--- src/design/srr_pkg.sv ---
// Constants and types shared by the step-rate ramp generator
`default_nettype none

package srr_pkg;

  // ----------------------------------------------------------------
  // Clock and reference
  // ----------------------------------------------------------------
  localparam int unsigned CLK_HZ    = 100_000_000;
  localparam int unsigned REF_HZ    = 16_000_000;
  localparam int unsigned REF_GRAIN = 1_000_000;
  localparam logic [7:0]  REF_INC   = 8'(REF_HZ / REF_GRAIN);
  localparam logic [7:0]  REF_MOD   = 8'(CLK_HZ / REF_GRAIN);

  // ----------------------------------------------------------------
  // Velocity and acceleration scaling
  // ----------------------------------------------------------------
  localparam int          VEL_W         = 12;
  localparam logic [10:0] VEL_MAX       = 11'h7FF;
  localparam logic [10:0] ACC_MAX       = 11'h7FF;
  localparam logic [3:0]  PDIV_MAX      = 4'hD;
  localparam logic [3:0]  RDIV_MAX      = 4'hD;
  localparam logic [4:0]  VEL_SCALE_EXP = 5'h10;
  localparam logic [4:0]  ACC_BASE_EXP  = 5'h1D;
  localparam logic [4:0]  ACC_EXP_OFF   = ACC_BASE_EXP - VEL_SCALE_EXP;
  localparam int          ACC_LO_OFF    = 1;
  localparam int          ACC_HI_OFF    = 12;
  localparam int          ACC_HI_BITS   = 11;
  localparam int          RATE_ACC_W    = 31;

  // ----------------------------------------------------------------
  // Microstep resolution
  // ----------------------------------------------------------------
  localparam logic [3:0]  USTEP_RES_MAX     = 4'h8;
  localparam logic [3:0]  USTEP_RES_DEFAULT = 4'h8;

  // ----------------------------------------------------------------
  // Modes
  // ----------------------------------------------------------------
  typedef enum logic [1:0] {
    SRR_IDLE,
    SRR_ROTATE,
    SRR_POSITION
  } srr_mode_t;

endpackage : srr_pkg

`default_nettype wire

--- src/design/srr_rate_if.sv ---
// Rate request and pulse carrier between the ramp core and a rate generator
`timescale 1ns/100ps
`default_nettype none

interface srr_rate_if;
  logic [10:0] rate;
  logic [4:0]  exp;
  logic        pulse;

  modport src (output rate, output exp, input pulse);
  modport gen (input rate, input exp, output pulse);
endinterface : srr_rate_if

`default_nettype wire

--- src/design/srr_fullstep_div.sv ---
// Divides microstep pulses by 2^resolution into full-step pulses
`timescale 1ns/100ps
`default_nettype none

module srr_fullstep_div
  import srr_pkg::*;
(
  // Clock and reset
  input  wire logic       clk,
  input  wire logic       rst_n,
  // Microstep side
  input  wire logic       ustep_pulse,
  input  wire logic [3:0] ures,
  // Full-step side
  output logic            full_pulse
);

  typedef struct packed {
    logic [7:0] cnt;
    logic       full;
  } srr_div_state_t;

  srr_div_state_t r;
  srr_div_state_t next_r;
  logic [8:0]     mask;

  always_comb begin
    next_r = r;
    next_r.full = 1'b0;
    mask = (9'h001 << ures) - 9'h001;
    if (ustep_pulse) begin
      if ({1'b0, r.cnt} >= mask) begin
        next_r.cnt = 8'h00;
        next_r.full = 1'b1;
      end else begin
        next_r.cnt = r.cnt + 8'h01;
      end
    end
  end

  always_ff @(posedge clk) begin
    if (!rst_n) begin
      r <= '0;
    end else begin
      r <= next_r;
    end
  end

  assign full_pulse = r.full;

endmodule : srr_fullstep_div

`default_nettype wire

--- src/design/srr_ramp_gen.sv ---
// Step-rate ramp generator: velocity ramp, microstep and full-step pulses
`timescale 1ns/100ps
`default_nettype none

module srr_ramp_gen
  import srr_pkg::*;
(
  // Clock and reset
  input  wire logic               clk,
  input  wire logic               rst_n,
  // Configuration
  input  wire logic [10:0]        vel_limit,
  input  wire logic [10:0]        accel,
  input  wire logic [3:0]         pulse_div,
  input  wire logic [3:0]         ramp_div,
  input  wire logic               ures_wr,
  input  wire logic [3:0]         ures_in,
  // Commands
  input  wire logic               move_to_position_cmd,
  input  wire logic signed [31:0] target_position,
  input  wire logic               rotate_left_cmd,
  input  wire logic               rotate_right_cmd,
  input  wire logic               stop_cmd,
  // Driver side
  output logic                    step_pulse,
  output logic                    step_dir,
  output logic                    full_step_pulse,
  // Status
  output logic signed [11:0]      actual_velocity,
  output logic signed [31:0]      actual_position,
  output logic                    motion_idle,
  output logic [3:0]              microstep_resolution_setting,
  output logic [10:0]             accel_in_use
);

  // ----------------------------------------------------------------
  // State
  // ----------------------------------------------------------------
  typedef struct packed {
    srr_mode_t          mode;
    logic signed [11:0] vel;
    logic signed [11:0] tgt_vel;
    logic signed [31:0] pos;
    logic signed [31:0] tgt_pos;
    logic [31:0]        ramp_steps;
    logic [7:0]         ref_acc;
    logic               ref_tick;
    logic               step;
    logic               dir;
    logic [3:0]         ures;
    logic [10:0]        acc_eff;
  } srr_state_t;

  srr_state_t r;
  srr_state_t next_r;

  srr_rate_if step_if ();
  srr_rate_if acc_if ();

  // ----------------------------------------------------------------
  // Helpers
  // ----------------------------------------------------------------
  function automatic logic [10:0] mag12(input logic signed [11:0] v);
    logic [11:0] a;
    a = v[11] ? 12'(-v) : 12'(v);
    mag12 = (a > {1'b0, VEL_MAX}) ? VEL_MAX : a[10:0];
  endfunction

  function automatic logic [31:0] mag32(input logic signed [31:0] v);
    mag32 = v[31] ? 32'(-v) : 32'(v);
  endfunction

  function automatic logic [3:0] clamp4(input logic [3:0] v, input logic [3:0] lim);
    clamp4 = (v > lim) ? lim : v;
  endfunction

  function automatic logic signed [11:0] vel_of(input logic [10:0] m, input logic neg);
    logic signed [11:0] v;
    v      = 12'(signed'({1'b0, m}));
    vel_of = neg ? -v : v;
  endfunction

  // Lower bound rounds up to one; upper bound wins a conflict
  function automatic logic [10:0] limit_accel(input logic [10:0] a,
                                              input logic [3:0]  rd,
                                              input logic [3:0]  pd);
    logic signed [6:0] e;
    logic signed [6:0] elo;
    logic signed [6:0] ehi;
    logic [10:0]       lo;
    logic [10:0]       hi;
    e   = 7'(signed'({1'b0, rd})) - 7'(signed'({1'b0, pd}));
    elo = e - 7'(ACC_LO_OFF);
    ehi = e + 7'(ACC_HI_OFF);
    if (elo < 0) begin
      lo = 11'h001;
    end else if (elo >= 7'(ACC_HI_BITS)) begin
      lo = ACC_MAX;
    end else begin
      lo = 11'h001 << elo[3:0];
    end
    if (ehi < 0) begin
      hi = 11'h000;
    end else if (ehi >= 7'(ACC_HI_BITS)) begin
      hi = ACC_MAX;
    end else begin
      hi = (11'h001 << ehi[3:0]) - 11'h001;
    end
    limit_accel = a;
    if (limit_accel < lo) begin
      limit_accel = lo;
    end
    if (limit_accel > hi) begin
      limit_accel = hi;
    end
  endfunction

  // ----------------------------------------------------------------
  // Derived settings
  // ----------------------------------------------------------------
  logic [3:0]         pdiv_c;
  logic [3:0]         rdiv_c;
  logic [10:0]        vmax;
  logic [8:0]         ref_sum;
  logic signed [31:0] rem;
  logic [10:0]        vel_mag;
  logic [10:0]        tgt_mag;

  assign pdiv_c = clamp4(pulse_div, PDIV_MAX);
  assign rdiv_c = clamp4(ramp_div, RDIV_MAX);
  assign vmax   = (vel_limit > VEL_MAX) ? VEL_MAX : vel_limit;

  // ----------------------------------------------------------------
  // Rate generators
  // ----------------------------------------------------------------
  assign step_if.rate = mag12(r.vel);
  assign step_if.exp  = VEL_SCALE_EXP + 5'(pdiv_c);
  assign acc_if.rate  = r.acc_eff;
  assign acc_if.exp   = ACC_EXP_OFF + 5'(rdiv_c);

  srr_rate_gen #(
    .ACC_W (RATE_ACC_W)
  ) u_step_gen (
    .clk      (clk),
    .rst_n    (rst_n),
    .ref_tick (r.ref_tick),
    .rif      (step_if.gen)
  );

  srr_rate_gen #(
    .ACC_W (RATE_ACC_W)
  ) u_acc_gen (
    .clk      (clk),
    .rst_n    (rst_n),
    .ref_tick (r.ref_tick),
    .rif      (acc_if.gen)
  );

  srr_fullstep_div u_full_div (
    .clk         (clk),
    .rst_n       (rst_n),
    .ustep_pulse (r.step),
    .ures        (r.ures),
    .full_pulse  (full_step_pulse)
  );

  // ----------------------------------------------------------------
  // Next state
  // ----------------------------------------------------------------
  always_comb begin
    next_r = r;
    next_r.step = 1'b0;

    // 16 MHz reference tick from the system clock
    // Tick spacing jitters between 6 and 7 clocks
    ref_sum = {1'b0, r.ref_acc} + {1'b0, REF_INC};
    if (ref_sum >= {1'b0, REF_MOD}) begin
      next_r.ref_acc  = 8'(ref_sum - {1'b0, REF_MOD});
      next_r.ref_tick = 1'b1;
    end else begin
      next_r.ref_acc  = 8'(ref_sum);
      next_r.ref_tick = 1'b0;
    end

    // Microstep resolution setting
    if (ures_wr) begin
      next_r.ures = clamp4(ures_in, USTEP_RES_MAX);
    end

    // Commands, stop first
    if (stop_cmd) begin
      next_r.mode = SRR_IDLE;
    end else if (rotate_left_cmd) begin
      next_r.mode    = SRR_ROTATE;
      next_r.tgt_vel = vel_of(vmax, 1'b1);
    end else if (rotate_right_cmd) begin
      next_r.mode    = SRR_ROTATE;
      next_r.tgt_vel = vel_of(vmax, 1'b0);
    end else if (move_to_position_cmd) begin
      next_r.mode    = SRR_POSITION;
      next_r.tgt_pos = target_position;
    end

    // Target velocity by mode
    rem     = next_r.tgt_pos - r.pos;
    vel_mag = mag12(r.vel);
    case (next_r.mode)
      SRR_IDLE: begin
        next_r.tgt_vel = 12'sh000;
      end
      SRR_ROTATE: begin
        next_r.tgt_vel = next_r.tgt_vel;
      end
      SRR_POSITION: begin
        if (rem == 32'sh0000_0000) begin
          next_r.tgt_vel = 12'sh000;
          if (r.vel == 12'sh000) begin
            next_r.mode = SRR_IDLE;
          end
        end else if (r.vel != 12'sh000 && mag32(rem) <= r.ramp_steps) begin
          next_r.tgt_vel = 12'sh000;
        end else if (rem[31]) begin
          next_r.tgt_vel = vel_of(vmax, 1'b1);
        end else begin
          next_r.tgt_vel = vel_of(vmax, 1'b0);
        end
      end
      default: begin
        next_r.mode = SRR_IDLE;
      end
    endcase

    // Acceleration limits apply to positioning only
    if (next_r.mode == SRR_POSITION) begin
      next_r.acc_eff = limit_accel(accel, rdiv_c, pdiv_c);
    end else begin
      next_r.acc_eff = accel;
    end

    // Ramp one velocity unit toward target per acceleration pulse
    if (acc_if.pulse) begin
      if (r.vel < r.tgt_vel) begin
        next_r.vel = r.vel + 12'sh001;
      end else if (r.vel > r.tgt_vel) begin
        next_r.vel = r.vel - 12'sh001;
      end
    end

    // Microstep issue and position tracking
    tgt_mag = mag12(r.tgt_vel);
    if (step_if.pulse) begin
      next_r.step = 1'b1;
      next_r.dir  = r.vel[11];
      next_r.pos  = r.vel[11] ? r.pos - 32'sh0000_0001 : r.pos + 32'sh0000_0001;
      if (r.mode == SRR_POSITION && r.tgt_vel != 12'sh000 && vel_mag < tgt_mag) begin
        next_r.ramp_steps = r.ramp_steps + 32'h0000_0001;
      end
    end
    // Braking distance is the step count of the latest run-up
    if (move_to_position_cmd || r.vel == 12'sh000) begin
      next_r.ramp_steps = 32'h0000_0000;
    end
  end

  // ----------------------------------------------------------------
  // Registers
  // ----------------------------------------------------------------
  always_ff @(posedge clk) begin
    if (!rst_n) begin
      r      <= '0;
      r.mode <= SRR_IDLE;
      r.ures <= USTEP_RES_DEFAULT;
    end else begin
      r <= next_r;
    end
  end

  // ----------------------------------------------------------------
  // Outputs
  // ----------------------------------------------------------------
  assign step_pulse                   = r.step;
  assign step_dir                     = r.dir;
  assign actual_velocity              = r.vel;
  assign actual_position              = r.pos;
  assign motion_idle                  = (r.mode == SRR_IDLE) && (r.vel == 12'sh000);
  assign microstep_resolution_setting = r.ures;
  assign accel_in_use                 = r.acc_eff;

endmodule : srr_ramp_gen

`default_nettype wire

--- src/design/srr_rate_gen.sv ---
// Phase accumulator: pulse rate = ref rate * rate / 2^exp
`timescale 1ns/100ps
`default_nettype none

module srr_rate_gen
  import srr_pkg::*;
#(
  parameter int ACC_W = RATE_ACC_W
) (
  // Clock and reset
  input  wire logic clk,
  input  wire logic rst_n,
  // Reference tick
  input  wire logic ref_tick,
  // Rate request
  srr_rate_if.gen   rif
);

  typedef struct packed {
    logic [ACC_W-1:0] acc;
    logic             pulse;
  } srr_gen_state_t;

  srr_gen_state_t r;
  srr_gen_state_t next_r;
  logic [ACC_W:0] sum;
  logic [ACC_W:0] lim;

  always_comb begin
    next_r = r;
    next_r.pulse = 1'b0;
    sum = {1'b0, r.acc} + (ACC_W + 1)'(rif.rate);
    lim = (ACC_W + 1)'(1) << rif.exp;
    if (ref_tick) begin
      if (sum >= lim) begin
        next_r.acc = ACC_W'(sum - lim);
        next_r.pulse = 1'b1;
      end else begin
        next_r.acc = ACC_W'(sum);
      end
    end
  end

  always_ff @(posedge clk) begin
    if (!rst_n) begin
      r <= '0;
    end else begin
      r <= next_r;
    end
  end

  assign rif.pulse = r.pulse;

endmodule : srr_rate_gen

`default_nettype wire

--- config.mk ---
export PLATFORM = sky130hd
export DESIGN_NAME = srr_ramp_gen
export DESIGN_NICKNAME = d
export VERILOG_FILES = /design/src/design/srr_pkg.sv /design/src/design/srr_rate_if.sv /design/src/design/srr_fullstep_div.sv /design/src/design/srr_ramp_gen.sv /design/src/design/srr_rate_gen.sv
export SDC_FILE = /design/constraint.sdc
export NUM_CORES = 1
export LEC_CHECK = 0
export BUFFER_PORTS_ARGS = -buffer_cell sky130_fd_sc_hd__buf_4
export CELL_PAD_IN_SITES_DETAIL_PLACEMENT = 0
export CELL_PAD_IN_SITES_GLOBAL_PLACEMENT = 1
export CORE_MARGIN = 8
export CORE_UTILIZATION = 30
export CTS_CLUSTER_DIAMETER = 30
export CTS_CLUSTER_SIZE = 16
export DETAILED_ROUTE_END_ITERATION = 12
export GPL_TIMING_DRIVEN = 0
export PLACE_DENSITY_LB_ADDON = 0.12
export SLEW_MARGIN = 20
export SYNTH_ARGS = -nofsm -noshare
export SYNTH_HDL_FRONTEND = slang
export SYNTH_SLANG_ARGS = --single-unit
export TNS_END_PERCENT = 30
--- constraint.sdc ---
create_clock -name clk -period 13.8 [get_ports clk]
set_clock_uncertainty 0.05 [all_clocks]
set_input_delay 2.07 -clock clk [delete_from_list [all_inputs] [get_ports clk]]
set_output_delay 2.07 -clock clk [all_outputs]
set_load 0.01 [all_outputs]
==> results.py <==
metrics = {
    "sta": {
        "final-setup-viol-count": 0,
        "setup_tns_ns": 0,
        "tightestPinTransition_ns": 1.18,
        "fin_crit_sh_pct": 75.3,
        "rsz0062_at_grt": "no",
        "fin_crit_ns": 10.40,
        "final_hold_viol_count": 0,
        "relSlewSlack_pct": 21.5,
        "final_max_slew_viol_count": 0,
        "fmaxAchievable_mhz": 96.2,
    },
    "yosys": {
        "synth_top_area_share_pct": 19.5,
        "synth-compound-area-share_pct": 23.1,
        "ys.flop_type": "dfxtp_1",
        "synth_xor_area_share_pct": 9.51,
        "syn_area_um2": 22500,
        "yosysTopAreaCell": "dfxtp_1",
        "synth_edf_count": 0,
        "synthAdderAreaFrac_pct": 13.8,
        "synth_top_family_by_area": "compound AO/OA/AOI/OAI gates",
        "synth-simple-area-share_pct": 21.8,
        "async_flop_share_pct": 0,
        "avgSynthCellArea_um2": 7.77,
        "synth_cell_types": 104,
        "synthMuxAreaShare_pct": 5.97,
        "yosysSeqAreaShare_pct": 19.5,
        "ys_top_cells_by_area": "dfxtp_1 19%, ha_1 13%, xnor2_1 6.0%",
        "ys_ff_latch": 219,
        "yosys_warnings": 0,
        "netlist_instances": 2898,
    },
    "detailed_routing": {
        "num_vias": 21800,
        "vias_per_cell": 5.23,
        "initialDrtViolationCount": 1244,
        "wire_per_inst_um": 19.2,
        "drtAntennaViolNets": 0,
        "finalWirelength_mm": 80.2,
        "first_pass_iters": 5,
        "drc": 0,
    },
    "clock_network": {
        "clk_pin_slew_ns": 0.04,
        "cts-hold-fix-buffers": 0,
        "cts.repair.resized": 0,
        "post-cts-setup-buffer-count": 0,
        "cts.sinks": 219,
        "htree_levels": 3,
        "cts_buffer_depth": 3,
        "insertion_delay_ns": 0.60,
        "tritoncts": "yes",
        "cts_buffers": 80,
        "cts-root-buf": "clkbuf_16",
    },
    "grt": {
        "gr-total-overflow": 0,
        "antenna_found_initial": 2,
        "grt_pass1_wl_mm": 125,
        "grt_max_degree": 22,
        "grt_pass1_vias": 21600,
        "grt.total_usage_pct": 18.4,
    },
    "setup_path": {
        "cp_max_fo": 10,
        "cp-end-kind": "flop",
        "worstSetupStartpointType": "input pin",
        "startpoint": "rotate_left_cmd",
        "crit_arrival_ns": 10.84,
        "cp.required_ns": 14.25,
        "worstReg2RegStart": "actual_velocity[2]",
        "crit_type": "in -> reg",
    },
    "cells_and_area": {
        "final_cell_area_um2": 27600,
        "fin_nets": 3451,
        "final_common_cell": "nor2_1",
        "areaGrowthSynthToFinish_pct": 22.3,
        "final_cell_mix": "285 x nor2_1, 239 x ha_1, 218 x dfxtp_1, 214 x nand2_1, 192 x buf_4",
        "utilization_pct": 37.0,
        "layout-drive-gt1-share_pct": 13.9,
    },
    "floorplanning": {
        "fp.dieH_um": 290,
        "rows": 100,
        "dieWidth_um": 290,
        "core_area_um2": 74400,
        "fp.dieArea_um2": 84100,
        "initial_core_util_pct": 30.3,
        "ios": 136,
    },
    "pwr": {
        "leakage_uw": 0.0120,
        "p_int_uw": 2520,
        "seqPwrFrac_pct": 18.4,
        "power.share.combinational_pct": 35.9,
        "power.switching_uw": 1370,
        "clockPowerShare_pct": 45.8,
        "peakVddDrop_v": 0.0000754,
        "power_density_nw_per_um2": 141,
        "swShare_pct": 35.1,
    },
    "run": {
        "max_cap_violations": 0,
    },
    "outcome": {
        "outcome": "completed",
    },
    "place": {
        "post-dp-hpwl_mm": 63.9,
        "portBuffers": 133,
        "dpl-instance-area_um2": 24900,
        "gp_congestion": 0.863,
    },
    "worst_hold_path": {
        "min_path_type": "reg -> reg",
        "min_from": "u_step_gen.r[3]",
    },
}
power by group through the flow:
stage          Combinational [µW]  Sequential [µW]  Clock [µW]
2_1_floorplan                1050              710           0
3_3_place_gp                 1370              722           0
6_report                     1390              714        1780
3_5_place_dp                 1390              723           0
4_1_cts                      1400              713        1820
5_1_grt                      1560              718        1860
cell type report:
class                           count  area [µm²]
Tap cell                          969        1210
Multi-Input combinational cell   2386       16800
Sequential cell                   219        4390
Clock inverter                     32         348
Timing Repair Buffer              134        1030
Antenna cell                        2        5.00
Buffer                            170         895
Inverter                          142         533
Clock buffer                      115        2350
Fill cell                        7729       46900
layer usage:
metal	up-vias	wire (µm)	track usage, %
met5	-	0	0
met4	0	2300	6.34
met3	140	4030	3.12
met2	504	34600	28.8
met1	10200	39300	25.4
li1	10900	-	-
critical path, stage by stage:
cell and delay, ns:
buf_4 0.12, nor3_1 0.65, and2_1 0.23, clkbuf_1 0.38, buf_1 0.68, mux2i_1 0.32
ha_1 0.22, inv_1 0.06, fa_1 0.41, a21o_4 0.25, a22o_1 0.25, o2111a_1 0.40
o21a_1 0.26, a211oi_1 0.79, a21oi_1 0.24, nand4_1 0.35, o21ai_1 0.14, xor2_1 0.18
ha_1 0.33, nand4_1 0.17, nor4_1 0.52, nand3_1 0.19, nor3_1 0.28, o21ai_0 0.13
a31oi_1 0.48, nand2_1 0.37, o31ai_1 0.33
synthesized netlist by cell type, drive strengths merged (11+ instances only):
master / count
nor2: 287
ha: 239
dfxtp: 219
nand2: 214
a21oi: 175
o21ai: 162
xnor2: 156
inv: 142
a21o: 96
mux2i: 95
buf: 91
xor2: 87
clkbuf: 79
nand3: 71
nor3: 63
and2: 53
nand4: 49
and3: 48
nor2b: 40
o211ai: 38
o21a: 37
mux2: 35
nand2b: 35
a211oi: 33
a31oi: 33
o31ai: 29
or3: 22
nor4: 18
nand3b: 16
a2111oi: 15
o21bai: 15
or2: 15
a21boi: 13
nor3b: 13
a211o: 12
a31o: 12
a311o: 11
kinds of logic after synthesis:
logic type | after synthesis
xor gates and xnor gates | 243
adders and majority gates | 245
DFF | 219
other | 2
AOI/OAI and AO/OA | 770
muxes | 130
and+or+nand+nor | 977
buffers and inverters | 312
flip-flops by register name, summed over array words and instances, names as in the netlist, 4 cells and up:
| name | count |
|---|---|
| u_acc_gen.r | 31 |
| actual_velocity | 12 |
| r | 85 |
| microstep_resolution_setting | 4 |
| accel_in_use | 11 |
| u_step_gen.r | 31 |
| u_full_div.r | 8 |
| actual_position | 32 |
metrics by stage:
step / total power, µW / std cells / setup WS, ns / hold WS (ns)
2_1_floorplan: 1750 / 2917 / 5.34 / 0.400
3_3_place_gp: 2100 / 4019 / 2.96 / 0.414
3_5_place_dp: 2110 / 4020 / 2.93 / 0.420
4_1_cts: 3930 / 4167 / 3.55 / 0.426
5_1_grt: 4140 / 4167 / 2.88 / 0.442
6_report: 3890 / 4169 / 3.40 / 0.433
path summary, 6_finish.rpt:
| path | end | slack, ns | depth (start not counted) |
|---|---|---|---|
| max | r[125] | 3.40 | 27 |
| min | u_step_gen.r[3] | 0.43 | 2 |
| max reg2reg | u_step_gen.r[28] | 5.81 | 25 |
| min reg2reg | u_step_gen.r[3] | 0.43 | 2 |
Power figures use the tool's default switching activity.
